$ cat src/core/menu_params.svh
// Purpose: Shared constants for the front panel menu controller
// Assumes: 200 MHz reference clock
// Notes:   Times are kept in their own units; cycle counts derive from them
`ifndef MENU_PARAMS_SVH
`define MENU_PARAMS_SVH

// ----------------------------------------
// Timing
// ----------------------------------------
`define CLK_HZ          200000000
`define IDLE_TIMEOUT_S  12
`define DEBOUNCE_US     10000
`define MUTE_US         1000
`define IDLE_CYCLES     (64'(`IDLE_TIMEOUT_S) * 64'(`CLK_HZ))
`define DEBOUNCE_CYCLES ((64'(`DEBOUNCE_US) * 64'(`CLK_HZ)) / 64'd1000000)
`define MUTE_CYCLES     ((64'(`MUTE_US) * 64'(`CLK_HZ)) / 64'd1000000)

// ----------------------------------------
// Value limits
// ----------------------------------------
`define FREQ_MIN_KHZ    22'h1e_8480
`define FREQ_MAX_KHZ    22'h26_25a0
`define GAIN_MAX_DB     6'h32
`define ADDR_MAX        7'h63
`define LVL_MAX_DBM     9'h000
`define LVL_MIN_DBM     9'h1ec

// ----------------------------------------
// Step sizes in kHz and digit weights
// ----------------------------------------
`define STEP0_KHZ       7'h01
`define STEP1_KHZ       7'h0a
`define STEP2_KHZ       7'h64
`define STEP3_KHZ       7'h7d
`define GAIN_COARSE_DB  6'h0a
`define GAIN_FINE_DB    6'h01
`define ADDR_COARSE     7'h0a
`define ADDR_FINE       7'h01

// ----------------------------------------
// Power-on defaults
// ----------------------------------------
`define RST_FREQ_KHZ    22'h1f_4850
`define RST_GAIN_DB     6'h00

`endif

$ cat src/core/menu_pkg.sv
// Purpose: Types for the front panel menu controller
// Assumes: Nothing beyond the parameter header
// Notes:   Binary state codes written out
package menu_pkg;

  // ----------------------------------------
  // Controller states
  // ----------------------------------------
  typedef enum logic [1:0] {
    ST_NORMAL = 2'b00,
    ST_EDIT   = 2'b01,
    ST_SAVE   = 2'b10
  } state_t;

  // ----------------------------------------
  // Menu items in panel order
  // ----------------------------------------
  typedef enum logic [2:0] {
    IT_FREQ   = 3'b000,
    IT_GAIN   = 3'b001,
    IT_REMOTE = 3'b010,
    IT_INVERT = 3'b011,
    IT_STEP   = 3'b100,
    IT_EXTREF = 3'b101,
    IT_IFACE  = 3'b110,
    IT_ADDR   = 3'b111
  } item_t;

  // ----------------------------------------
  // Serial interface types
  // ----------------------------------------
  typedef enum logic [1:0] {
    IF_232 = 2'b00,
    IF_422 = 2'b01,
    IF_485 = 2'b10
  } iface_t;

endpackage : menu_pkg

$ cat src/core/switch_debounce.sv
// Purpose: Synchronise and debounce one panel switch
// Assumes: Raw input from a pin, asynchronous to ref_clk
// Notes:   One clean press pulse per actuation
`timescale 1ns/1ps
`include "menu_params.svh"

module switch_debounce #(
  parameter logic [31:0] STABLE_CYCLES = 32'(`DEBOUNCE_CYCLES)
) (
  // Clock and reset
  input  wire logic ref_clk,
  input  wire logic resetn,
  // Switch
  input  wire logic raw,
  output logic      level_q,
  output logic      press_q
);

  logic [2:0]  sync_q,  sync_d;
  logic [31:0] cnt_q,   cnt_d;
  logic        level_d;
  logic        press_d;

  // ----------------------------------------
  // Sync chain and stability counter
  // ----------------------------------------
  always_comb begin
    sync_d  = {sync_q[1:0], raw};
    cnt_d   = 32'h0000_0000;
    level_d = level_q;
    press_d = 1'b0;
    if ((sync_q[1] == sync_q[2]) && (sync_q[2] != level_q)) begin
      if (cnt_q >= STABLE_CYCLES - 32'h0000_0001) begin
        level_d = sync_q[2];
        press_d = sync_q[2];
      end else begin
        cnt_d = cnt_q + 32'h0000_0001;
      end
    end
  end

  always_ff @(posedge ref_clk or negedge resetn) begin
    if (!resetn) begin
      sync_q  <= 3'h0;
      cnt_q   <= 32'h0000_0000;
      level_q <= 1'b0;
      press_q <= 1'b0;
    end else begin
      sync_q  <= sync_d;
      cnt_q   <= cnt_d;
      level_q <= level_d;
      press_q <= press_d;
    end
  end

  press_once_a: assert property (@(posedge ref_clk) disable iff (!resetn)
    press_q |=> !press_q) else $error("press pulse longer than one cycle");

endmodule : switch_debounce

$ cat src/core/idle_timer.sv
// Purpose: Inactivity timer for the programming sequence
// Assumes: clear pulses on any switch press
// Notes:   expired_q pulses once when the idle time runs out
`timescale 1ns/1ps
`include "menu_params.svh"

module idle_timer #(
  parameter logic [31:0] IDLE_CYCLES = 32'(`IDLE_CYCLES)
) (
  // Clock and reset
  input  wire logic ref_clk,
  input  wire logic resetn,
  // Control
  input  wire logic run,
  input  wire logic clear,
  output logic      expired_q
);

  logic [31:0] cnt_q, cnt_d;
  logic        expired_d;

  // ----------------------------------------
  // Counter
  // ----------------------------------------
  always_comb begin
    cnt_d     = 32'h0000_0000;
    expired_d = 1'b0;
    if (run && !clear) begin
      if (cnt_q >= IDLE_CYCLES - 32'h0000_0001) begin
        expired_d = 1'b1;
      end else begin
        cnt_d = cnt_q + 32'h0000_0001;
      end
    end
  end

  always_ff @(posedge ref_clk or negedge resetn) begin
    if (!resetn) begin
      cnt_q     <= 32'h0000_0000;
      expired_q <= 1'b0;
    end else begin
      cnt_q     <= cnt_d;
      expired_q <= expired_d;
    end
  end

endmodule : idle_timer

$ cat src/core/front_panel_menu_controller.sv
// Purpose: Front panel menu controller: switches, menu walk, save prompt
// Assumes: Raw switch pins active high; nv store answers with nv_valid
// Notes:   Frequency held until save; gain applied live while editing
`timescale 1ns/1ps
`include "menu_params.svh"

module front_panel_menu_controller #(
  parameter logic [31:0] IDLE_CYCLES     = 32'(`IDLE_CYCLES),
  parameter logic [31:0] DEBOUNCE_CYCLES = 32'(`DEBOUNCE_CYCLES),
  parameter logic [31:0] MUTE_CYCLES     = 32'(`MUTE_CYCLES)
) (
  // Clock and reset
  input  wire  logic              ref_clk,
  input  wire  logic              resetn,
  // Panel switches, raw pins
  input  wire  logic              exec_btn,
  input  wire  logic              hor_left,
  input  wire  logic              hor_right,
  input  wire  logic              vert_up,
  input  wire  logic              vert_down,
  // Status inputs
  input  wire  logic              pll_unlock,
  input  wire  logic              tx_mute_sel,
  input  wire  logic signed [7:0] rf_level_dbm,
  // Non-volatile restore
  input  wire  logic              nv_valid,
  input  wire  logic [21:0]       nv_freq_khz,
  input  wire  logic [5:0]        nv_gain_db,
  input  wire  logic              nv_remote,
  input  wire  logic              nv_invert,
  input  wire  logic [1:0]        nv_step_sel,
  input  wire  logic              nv_external_reference_item,
  input  wire  menu_pkg::iface_t  nv_iface,
  input  wire  logic [6:0]        nv_node_addr,
  // Committed settings, also the nv write data
  output logic                    nv_write_q,
  output logic [21:0]             freq_khz_q,
  output logic [5:0]              saved_gain_q,
  output logic                    remote_q,
  output logic                    invert_q,
  output logic [1:0]              step_sel_q,
  output logic                    external_reference_item_q,
  output menu_pkg::iface_t        iface_q,
  output logic [6:0]              node_addr_q,
  // Live controls
  output logic [5:0]              gain_db_q,
  output logic                    carrier_mute_q,
  // Display and lamps
  output menu_pkg::state_t        state_q,
  output menu_pkg::item_t         item_q,
  output logic [2:0]              cursor_q,
  output logic                    save_yes_q,
  output logic                    alarm_led_q,
  output logic                    mute_led_q,
  output logic                    remote_led_q
);
  import menu_pkg::*;

  // ----------------------------------------
  // Helpers
  // ----------------------------------------
  function automatic logic [2:0] ndig(input item_t it);
    case (it)
      IT_FREQ: ndig = 3'h4;
      IT_GAIN: ndig = 3'h2;
      IT_ADDR: ndig = 3'h2;
      default: ndig = 3'h1;
    endcase
  endfunction : ndig

  function automatic logic [22:0] freq_delta(input logic [1:0] sel, input logic [2:0] k);
    logic [6:0] s;
    logic [9:0] p;
    s = (sel == 2'h0) ? `STEP0_KHZ : (sel == 2'h1) ? `STEP1_KHZ : (sel == 2'h2) ? `STEP2_KHZ : `STEP3_KHZ;
    p = (k == 3'h0) ? 10'h001 : (k == 3'h1) ? 10'h00a : (k == 3'h2) ? 10'h064 : 10'h3e8;
    freq_delta = 23'(s * p);
  endfunction : freq_delta

  // ----------------------------------------
  // Switch conditioning
  // ----------------------------------------
  logic [5:0] raw_sw;
  logic [5:0] lvl_sw;
  logic [5:0] prs_sw;
  assign raw_sw = {pll_unlock, vert_down, vert_up, hor_right, hor_left, exec_btn};

  for (genvar i = 0; i < 6; i++) begin : g_sw
    switch_debounce #(.STABLE_CYCLES(DEBOUNCE_CYCLES)) u_db (
      .ref_clk (ref_clk),
      .resetn  (resetn),
      .raw     (raw_sw[i]),
      .level_q (lvl_sw[i]),
      .press_q (prs_sw[i])
    );
  end

  logic exec_p, left_p, right_p, up_p, down_p, any_p, tmo;
  assign exec_p  = prs_sw[0];
  assign left_p  = prs_sw[1];
  assign right_p = prs_sw[2];
  assign up_p    = prs_sw[3];
  assign down_p  = prs_sw[4];
  assign any_p   = |prs_sw[4:0];

  idle_timer #(.IDLE_CYCLES(IDLE_CYCLES)) u_idle (
    .ref_clk   (ref_clk),
    .resetn    (resetn),
    .run       (state_q != ST_NORMAL),
    .clear     (any_p),
    .expired_q (tmo)
  );

  // ----------------------------------------
  // Working copy of settings
  // ----------------------------------------
  logic [21:0] w_freq_q,   w_freq_d;
  logic [5:0]  w_gain_q,   w_gain_d;
  logic        w_remote_q, w_remote_d, w_inv_q, w_inv_d, w_ext_q, w_ext_d;
  logic [1:0]  w_step_q,   w_step_d;
  iface_t      w_if_q,     w_if_d;
  logic [6:0]  w_addr_q,   w_addr_d;
  state_t      state_d;
  item_t       item_d;
  logic [2:0]  cursor_d;
  logic        save_yes_d, commit, revert;
  logic [22:0] f_cand;
  logic [5:0]  g_cand;
  logic [6:0]  a_cand;
  logic [8:0]  lvl;
  logic [2:0]  wk;

  always_comb begin
    state_d    = state_q;
    item_d     = item_q;
    cursor_d   = cursor_q;
    save_yes_d = save_yes_q;
    commit     = 1'b0;
    revert     = 1'b0;
    w_freq_d   = w_freq_q;
    w_gain_d   = w_gain_q;
    w_remote_d = w_remote_q;
    w_inv_d    = w_inv_q;
    w_ext_d    = w_ext_q;
    w_step_d   = w_step_q;
    w_if_d     = w_if_q;
    w_addr_d   = w_addr_q;
    wk         = ndig(item_q) - cursor_q - 3'h1;
    f_cand     = up_p ? {1'b0, w_freq_q} + freq_delta(w_step_q, wk) : {1'b0, w_freq_q} - freq_delta(w_step_q, wk);
    g_cand     = (cursor_q == 3'h0) ? `GAIN_COARSE_DB : `GAIN_FINE_DB;
    g_cand     = up_p ? w_gain_q + g_cand : w_gain_q - g_cand;
    a_cand     = (cursor_q == 3'h0) ? `ADDR_COARSE : `ADDR_FINE;
    a_cand     = up_p ? w_addr_q + a_cand : w_addr_q - a_cand;
    lvl        = {rf_level_dbm[7], rf_level_dbm} + {3'h0, g_cand};
    case (state_q)
      ST_NORMAL: begin
        if (exec_p) begin
          state_d  = ST_EDIT;
          item_d   = IT_FREQ;
          cursor_d = 3'h0;
        end
      end
      ST_EDIT: begin
        if (tmo) begin
          revert = 1'b1;
        end else if (exec_p) begin
          if (cursor_q == ndig(item_q) || item_q == IT_ADDR) begin
            state_d    = ST_SAVE;
            save_yes_d = 1'b1;
          end else begin
            item_d   = item_t'(item_q + 3'h1);
            cursor_d = 3'h0;
          end
        end else if (left_p && cursor_q != 3'h0) begin
          cursor_d = cursor_q - 3'h1;
        end else if (right_p && cursor_q != ndig(item_q)) begin
          cursor_d = cursor_q + 3'h1;
        end else if ((up_p || down_p) && cursor_q != ndig(item_q)) begin
          case (item_q)
            IT_FREQ: begin
              if (f_cand >= {1'b0, `FREQ_MIN_KHZ} && f_cand <= {1'b0, `FREQ_MAX_KHZ}) begin
                w_freq_d = f_cand[21:0];
              end
            end
            IT_GAIN: begin
              if ((up_p ? g_cand > w_gain_q : g_cand < w_gain_q) && g_cand <= `GAIN_MAX_DB &&
                  $signed(lvl) <= $signed(`LVL_MAX_DBM) && $signed(lvl) >= $signed(`LVL_MIN_DBM)) begin
                w_gain_d = g_cand;
              end
            end
            IT_REMOTE: w_remote_d = !w_remote_q;
            IT_INVERT: w_inv_d    = !w_inv_q;
            IT_EXTREF: w_ext_d    = !w_ext_q;
            IT_STEP:   w_step_d   = up_p ? w_step_q + 2'h1 : w_step_q - 2'h1;
            IT_IFACE: begin
              if (up_p) begin
                w_if_d = (w_if_q == IF_485) ? IF_232 : iface_t'(w_if_q + 2'h1);
              end else begin
                w_if_d = (w_if_q == IF_232) ? IF_485 : iface_t'(w_if_q - 2'h1);
              end
            end
            default: begin
              if ((up_p ? a_cand > w_addr_q : a_cand < w_addr_q) && a_cand <= `ADDR_MAX) begin
                w_addr_d = a_cand;
              end
            end
          endcase
        end
      end
      default: begin
        if (tmo) begin
          revert = 1'b1;
        end else if (exec_p) begin
          commit = save_yes_q;
          revert = !save_yes_q;
        end else if (left_p) begin
          save_yes_d = 1'b1;
        end else if (right_p) begin
          save_yes_d = 1'b0;
        end
      end
    endcase
    if (revert || nv_valid) begin
      state_d    = ST_NORMAL;
      w_freq_d   = nv_valid ? nv_freq_khz : freq_khz_q;
      w_gain_d   = nv_valid ? nv_gain_db : saved_gain_q;
      w_remote_d = nv_valid ? nv_remote : remote_q;
      w_inv_d    = nv_valid ? nv_invert : invert_q;
      w_step_d   = nv_valid ? nv_step_sel : step_sel_q;
      w_ext_d    = nv_valid ? nv_external_reference_item : external_reference_item_q;
      w_if_d     = nv_valid ? nv_iface : iface_q;
      w_addr_d   = nv_valid ? nv_node_addr : node_addr_q;
    end
    if (commit) begin
      state_d = ST_NORMAL;
    end
  end

  always_ff @(posedge ref_clk or negedge resetn) begin
    if (!resetn) begin
      state_q    <= ST_NORMAL;
      item_q     <= IT_FREQ;
      cursor_q   <= 3'h0;
      save_yes_q <= 1'b1;
      w_freq_q   <= `RST_FREQ_KHZ;
      w_gain_q   <= `RST_GAIN_DB;
      w_remote_q <= 1'b0;
      w_inv_q    <= 1'b0;
      w_step_q   <= 2'h0;
      w_ext_q    <= 1'b0;
      w_if_q     <= IF_232;
      w_addr_q   <= 7'h00;
    end else begin
      state_q    <= state_d;
      item_q     <= item_d;
      cursor_q   <= cursor_d;
      save_yes_q <= save_yes_d;
      w_freq_q   <= w_freq_d;
      w_gain_q   <= w_gain_d;
      w_remote_q <= w_remote_d;
      w_inv_q    <= w_inv_d;
      w_step_q   <= w_step_d;
      w_ext_q    <= w_ext_d;
      w_if_q     <= w_if_d;
      w_addr_q   <= w_addr_d;
    end
  end

  // ----------------------------------------
  // Committed settings, tuner, lamps
  // ----------------------------------------
  logic [31:0] mute_cnt_q, mute_cnt_d;
  logic        upd;
  assign upd = commit || nv_valid;

  always_comb begin
    mute_cnt_d = (mute_cnt_q != 32'h0000_0000) ? mute_cnt_q - 32'h0000_0001 : 32'h0000_0000;
    if (upd && w_freq_d != freq_khz_q) begin
      mute_cnt_d = MUTE_CYCLES;
    end
  end

  always_ff @(posedge ref_clk or negedge resetn) begin
    if (!resetn) begin
      nv_write_q     <= 1'b0;
      freq_khz_q     <= `RST_FREQ_KHZ;
      saved_gain_q   <= `RST_GAIN_DB;
      remote_q       <= 1'b0;
      invert_q       <= 1'b0;
      step_sel_q     <= 2'h0;
      external_reference_item_q      <= 1'b0;
      iface_q        <= IF_232;
      node_addr_q    <= 7'h00;
      gain_db_q      <= `RST_GAIN_DB;
      mute_cnt_q     <= 32'h0000_0000;
      carrier_mute_q <= 1'b0;
      alarm_led_q    <= 1'b0;
      mute_led_q     <= 1'b0;
      remote_led_q   <= 1'b0;
    end else begin
      nv_write_q <= commit;
      if (upd) begin
        freq_khz_q   <= w_freq_d;
        saved_gain_q <= w_gain_d;
        remote_q     <= w_remote_d;
        invert_q     <= w_inv_d;
        step_sel_q   <= w_step_d;
        external_reference_item_q    <= w_ext_d;
        iface_q      <= w_if_d;
        node_addr_q  <= w_addr_d;
      end
      gain_db_q      <= w_gain_d;
      mute_cnt_q     <= mute_cnt_d;
      carrier_mute_q <= (mute_cnt_d != 32'h0000_0000);
      alarm_led_q    <= lvl_sw[5];
      mute_led_q     <= tx_mute_sel;
      remote_led_q   <= upd ? w_remote_d : remote_q;
    end
  end

  // ----------------------------------------
  // Checks
  // ----------------------------------------
  enter_exec_a: assert property (@(posedge ref_clk) disable iff (!resetn)
    (state_q == ST_NORMAL && !exec_p) |=> state_q == ST_NORMAL) else $error("edit entered without execute");
  cursor_right_a: assert property (@(posedge ref_clk) disable iff (!resetn)
    (state_q == ST_EDIT && !tmo && !exec_p && !left_p && !nv_valid && right_p && cursor_q < ndig(item_q))
    |=> cursor_q == $past(cursor_q) + 3'h1) else $error("cursor did not move right");
  toggle_dir_a: assert property (@(posedge ref_clk) disable iff (!resetn)
    (state_q == ST_EDIT && item_q == IT_REMOTE && cursor_q == 3'h0 && down_p && !up_p && !exec_p && !tmo
     && !left_p && !right_p && !nv_valid) |=> w_remote_q != $past(w_remote_q)) else $error("toggle missed");
  idle_exit_a: assert property (@(posedge ref_clk) disable iff (!resetn)
    tmo |=> state_q == ST_NORMAL && w_gain_q == saved_gain_q) else $error("timeout did not revert");
  freq_hold_a: assert property (@(posedge ref_clk) disable iff (!resetn)
    $changed(freq_khz_q) |-> $past(upd)) else $error("frequency applied without save");
  mute_on_a: assert property (@(posedge ref_clk) disable iff (!resetn)
    $changed(freq_khz_q) |-> carrier_mute_q [*2]) else $error("carrier not muted on retune");
  gain_live_a: assert property (@(posedge ref_clk) disable iff (!resetn)
    (state_q == ST_EDIT) |=> gain_db_q == w_gain_q) else $error("gain not applied live");
  gain_range_a: assert property (@(posedge ref_clk) disable iff (!resetn)
    gain_db_q <= `GAIN_MAX_DB) else $error("gain above limit");
  alarm_lamp_a: assert property (@(posedge ref_clk) disable iff (!resetn)
    lvl_sw[5] |=> alarm_led_q) else $error("alarm lamp not lit on unlock");
  save_open_a: assert property (@(posedge ref_clk) disable iff (!resetn)
    (state_q == ST_EDIT && exec_p && !tmo && !nv_valid && item_q == IT_ADDR) |=> state_q == ST_SAVE)
    else $error("save prompt not reached");

endmodule : front_panel_menu_controller

$ cat config.mk
export PLATFORM = sky130hd
export DESIGN_NAME = front_panel_menu_controller
export DESIGN_NICKNAME = d
export VERILOG_FILES = /design/src/core/menu_pkg.sv /design/src/core/switch_debounce.sv /design/src/core/idle_timer.sv /design/src/core/front_panel_menu_controller.sv
export VERILOG_INCLUDE_DIRS = /design/src /design/src/core
export SDC_FILE = /design/constraint.sdc
export NUM_CORES = 1
export LEC_CHECK = 0
export BUFFER_PORTS_ARGS = -buffer_cell sky130_fd_sc_hd__buf_2
export CELL_PAD_IN_SITES_DETAIL_PLACEMENT = 1
export CELL_PAD_IN_SITES_GLOBAL_PLACEMENT = 2
export CORE_MARGIN = 4
export CORE_UTILIZATION = 31
export CTS_CLUSTER_DIAMETER = 200
export DETAILED_ROUTE_END_ITERATION = 8
export PLACE_DENSITY = 0.71
export SYNTH_ARGS = -nofsm -noshare
export SYNTH_HDL_FRONTEND = slang
export SYNTH_HIERARCHICAL = 1
export SYNTH_SLANG_ARGS = --single-unit
$ cat constraint.sdc
create_clock -name ref_clk -period 12.2 [get_ports ref_clk]
set_input_delay 0 -clock ref_clk [delete_from_list [all_inputs] [get_ports ref_clk]]
set_output_delay 0 -clock ref_clk [all_outputs]
set_load 0.01 [all_outputs]
==> flow_metrics.env <==
export IMPL_io_buffer_count=121
export IMPL_stdcell_area_mm2=0.0280
export IMPL_grt_antenna_before_repair=1
export IMPL_worstPathRequired_ns=12.70
export IMPL_ys_warn_count=6
export IMPL_swShare_pct=50.0
export IMPL_arrival_time_of_the_worst_setup_path_ns=12.20
export IMPL_post_synthesis_average_cell_area_um2=9.47
export IMPL_critPathCaptureType="flop"
export IMPL_wl_per_cell_um=19.1
export IMPL_hp_class="in2async"
export IMPL_route_vias_total=19400
export IMPL_finalWorstPathRequiredPeriod_ns=11.70
export IMPL_dpl_instance_area_mm2=0.0254
export IMPL_floorplan_die_height_um=284
export IMPL_failed_checks="negative hold slack"
export IMPL_clk_sink_count=383
export IMPL_cts_tree="yes"
export IMPL_fin_ws_ns=0.504
export IMPL_slew_limit_headroom_pct=30.7
export IMPL_synthCells=2493
export IMPL_grt_pass1_wl_um=115000
export IMPL_pwr_density_cell_mw_per_mm2=322
export IMPL_max_cap_violations=0
export IMPL_worstSkewPairLatency_ns=0.61
export IMPL_die_area_mm2=0.0806
export IMPL_path_clk_slew_ns=0.06
export IMPL_cts_buffers_inserted=47
export IMPL_drtIter0Drc=892
export IMPL_grt_overflow=0
export IMPL_placement_setup_worst_slack_ns=-0.0960
export IMPL_detail_route_first_pass_iterations=5
export IMPL_crit_path_start_kind="flop"
export IMPL_leakagePower_nw=12.2
export IMPL_p_comb_share_pct=65.6
export IMPL_maximum_number_of_pins_on_one_net_before_global_route_repair=134
export IMPL_areaGrowthSynthToFinish_pct=18.6
export IMPL_cell_internal_pwr_mw=4.51
export IMPL_crit_path_max_incr_delay_ns=0.53
export IMPL_placed_wire_length_estimate_after_detailed_placement_um=52100
export IMPL_final_max_slew_violation_count=0
export IMPL_setup_viol=0
export IMPL_ir_drop_mv=0.393
export IMPL_tightest_slew_ns=1.04
export IMPL_switching_power_total_mw=4.52
export IMPL_final_cycle_share_pct=95.9
export IMPL_p_clk_share_pct=17.1
export IMPL_worst_r2r_endpoint="mute_cnt_q[19]"
export IMPL_detail_route_vias_per_cell=5.20
export IMPL_path_max_fanout=33
export IMPL_floorplan_io_pins=122
export IMPL_critPathKind="reg2reg"
export IMPL_netlist_area_mm2=0.0236
export IMPL_slowest_stage_cell_crit_path="sky130_fd_sc_hd__fa_1"
export IMPL_timing_reg2reg_worst_path_depth=41
export IMPL_ant_nets=0
export IMPL_timing_reg2reg_setup_slack_ns=0.50
export IMPL_clock_tree_htree_level_count=2
export IMPL_floorplan_die_width_um=284
export IMPL_timing_final_hold_violations=12
export IMPL_run_status="finished with violations"
export IMPL_achievable_frequency_mhz=85.5
export IMPL_clockBufferDepth=3
export IMPL_route_detailed_drc=0
export IMPL_post_route_cells_drive_above_1_share_pct=14.1
export IMPL_finalWirelength_um=71500
export IMPL_floorplan_initialDensity_pct=31.5
export IMPL_placement_rows=100
export IMPL_rr_startpoint="item_q[0]"
export IMPL_first_global_vias=20800
export IMPL_root_buffer="sky130_fd_sc_hd__clkbuf_16"
export IMPL_relative_contribution_of_sequential_cells_to_total_power_pct=17.3
export IMPL_final_setup_skew_ns=0.0366
export IMPL_core_region_area_mm2=0.0749
export IMPL_holdWs_ns=-0.0286
export IMPL_finalWeightedCongestion=0.862
export IMPL_grt_total_usage_pct=17.4
export IMPL_final_nets=2944
export IMPL_setup_tns_ns=0
export IMPL_fin_util_pct=37.3
## layer usage
| metal | part of all wire [%] | track usage (%) |
|---|---|---|
| met1 | 46 | 23.1 |
| met5 | 0 | 0 |
| met2 | 47 | 29.6 |
| met4 | 2.7 | 4.88 |
| met3 | 3.9 | 2.85 |
## state kept, by name (all words and copies together) (netlist names), 6 cells and up
name and count:
g_sw.u_db/cnt_q 192, mute_cnt_q 32, u_idle/cnt_q 32, freq_khz_q 22
w_freq_q 22, g_sw.u_db/sync_q 18, node_addr_q 7, w_addr_q 7
g_sw.u_db/level_q 6, gain_db_q 6, saved_gain_q 6
## power groups by stage
stage                     clock network, mW  registers [mW]  logic, mW
after global placement                    0            1.58       5.47
final                                  1.55            1.56       5.92
after detailed placement                  0            1.58       5.56
after floorplan                           0            1.52       3.95
after global routing                   1.66            1.57       6.50
after CTS                              1.61            1.56       5.64
## metrics by stage
step           cells  hold WS, ns  total power, mW
6_report        3737      -0.0286             9.03
5_1_grt         3736       0.0224             9.73
4_1_cts         3720      0.00532             8.80
3_5_place_dp    3581        0.106             7.14
3_3_place_gp    3581       0.0848             7.05
2_1_floorplan   2553       -0.296             5.47
## what timing repair did
item | CTS | global route
hold endpoints to repair | 171 | 0
gates resized for setup | 2 | 32
endpoints found under the setup margin | 6 | 34
pin swaps | 1 | 10
setup buffers | 0 | 16
hold buffers | 52 | 0
## critical path: cells and delay by family, from the launching register on
family | cells | cell delay, ns
compound gates | 12 | 2.79
xor+xnor | 2 | 0.30
fa+ha+maj | 9 | 3.67
buf+inv | 7 | 0.66
flops | 1 | 0.46
simple gates | 11 | 3.69
## worst max path at each step
stage                   start              to  cells after the start
detailed placement  item_q[1]  mute_cnt_q[31]                     43
CTS                 item_q[0]  mute_cnt_q[19]                     42
global route        item_q[0]  mute_cnt_q[19]                     42
global placement    item_q[0]  mute_cnt_q[31]                     43
finish              item_q[0]  mute_cnt_q[19]                     41
floorplan           item_q[0]  carrier_mute_q                     47
## final cells by class
cell class / count / area (µm²)
Clock buffer: 62 / 1340
Tap cell: 969 / 1210
Fill cell: 8518 / 47000
Antenna cell: 1 / 2.50
Sequential cell: 383 / 9610
Timing Repair Buffer: 219 / 1500
Clock inverter: 25 / 392
Inverter: 136 / 510
Multi-Input combinational cell: 1942 / 13400
## layout by cell type, fill, tap and decap left out, types with 13 or more instances in the layout
master / count
sky130_fd_sc_hd__dfrtp_1: 361
sky130_fd_sc_hd__nor2_1: 309
sky130_fd_sc_hd__nand2_1: 194
sky130_fd_sc_hd__inv_1: 136
sky130_fd_sc_hd__xor2_1: 121
sky130_fd_sc_hd__ha_1: 120
sky130_fd_sc_hd__buf_2: 119
sky130_fd_sc_hd__xnor2_1: 117
sky130_fd_sc_hd__a21oi_1: 105
sky130_fd_sc_hd__nand3_1: 100
sky130_fd_sc_hd__conb_1: 66
sky130_fd_sc_hd__nor3_1: 58
sky130_fd_sc_hd__o21ai_0: 57
sky130_fd_sc_hd__dlygate4sd3_1: 52
sky130_fd_sc_hd__clkbuf_16: 47
sky130_fd_sc_hd__buf_4: 45
sky130_fd_sc_hd__or4_1: 42
sky130_fd_sc_hd__nand4_1: 38
sky130_fd_sc_hd__fa_1: 34
sky130_fd_sc_hd__nor4_1: 33
sky130_fd_sc_hd__and3_1: 30
sky130_fd_sc_hd__nor2b_1: 28
sky130_fd_sc_hd__mux2i_1: 28
sky130_fd_sc_hd__a21o_1: 28
sky130_fd_sc_hd__or3_1: 25
sky130_fd_sc_hd__a211oi_1: 21
sky130_fd_sc_hd__dfstp_2: 19
sky130_fd_sc_hd__o211ai_1: 17
sky130_fd_sc_hd__nand2b_1: 16
sky130_fd_sc_hd__o21a_1: 16
sky130_fd_sc_hd__o22ai_1: 16
sky130_fd_sc_hd__mux2_2: 15
sky130_fd_sc_hd__and2_1: 14
sky130_fd_sc_hd__o21bai_1: 14
sky130_fd_sc_hd__a31oi_1: 13
(Power assumes the default switching activity.)
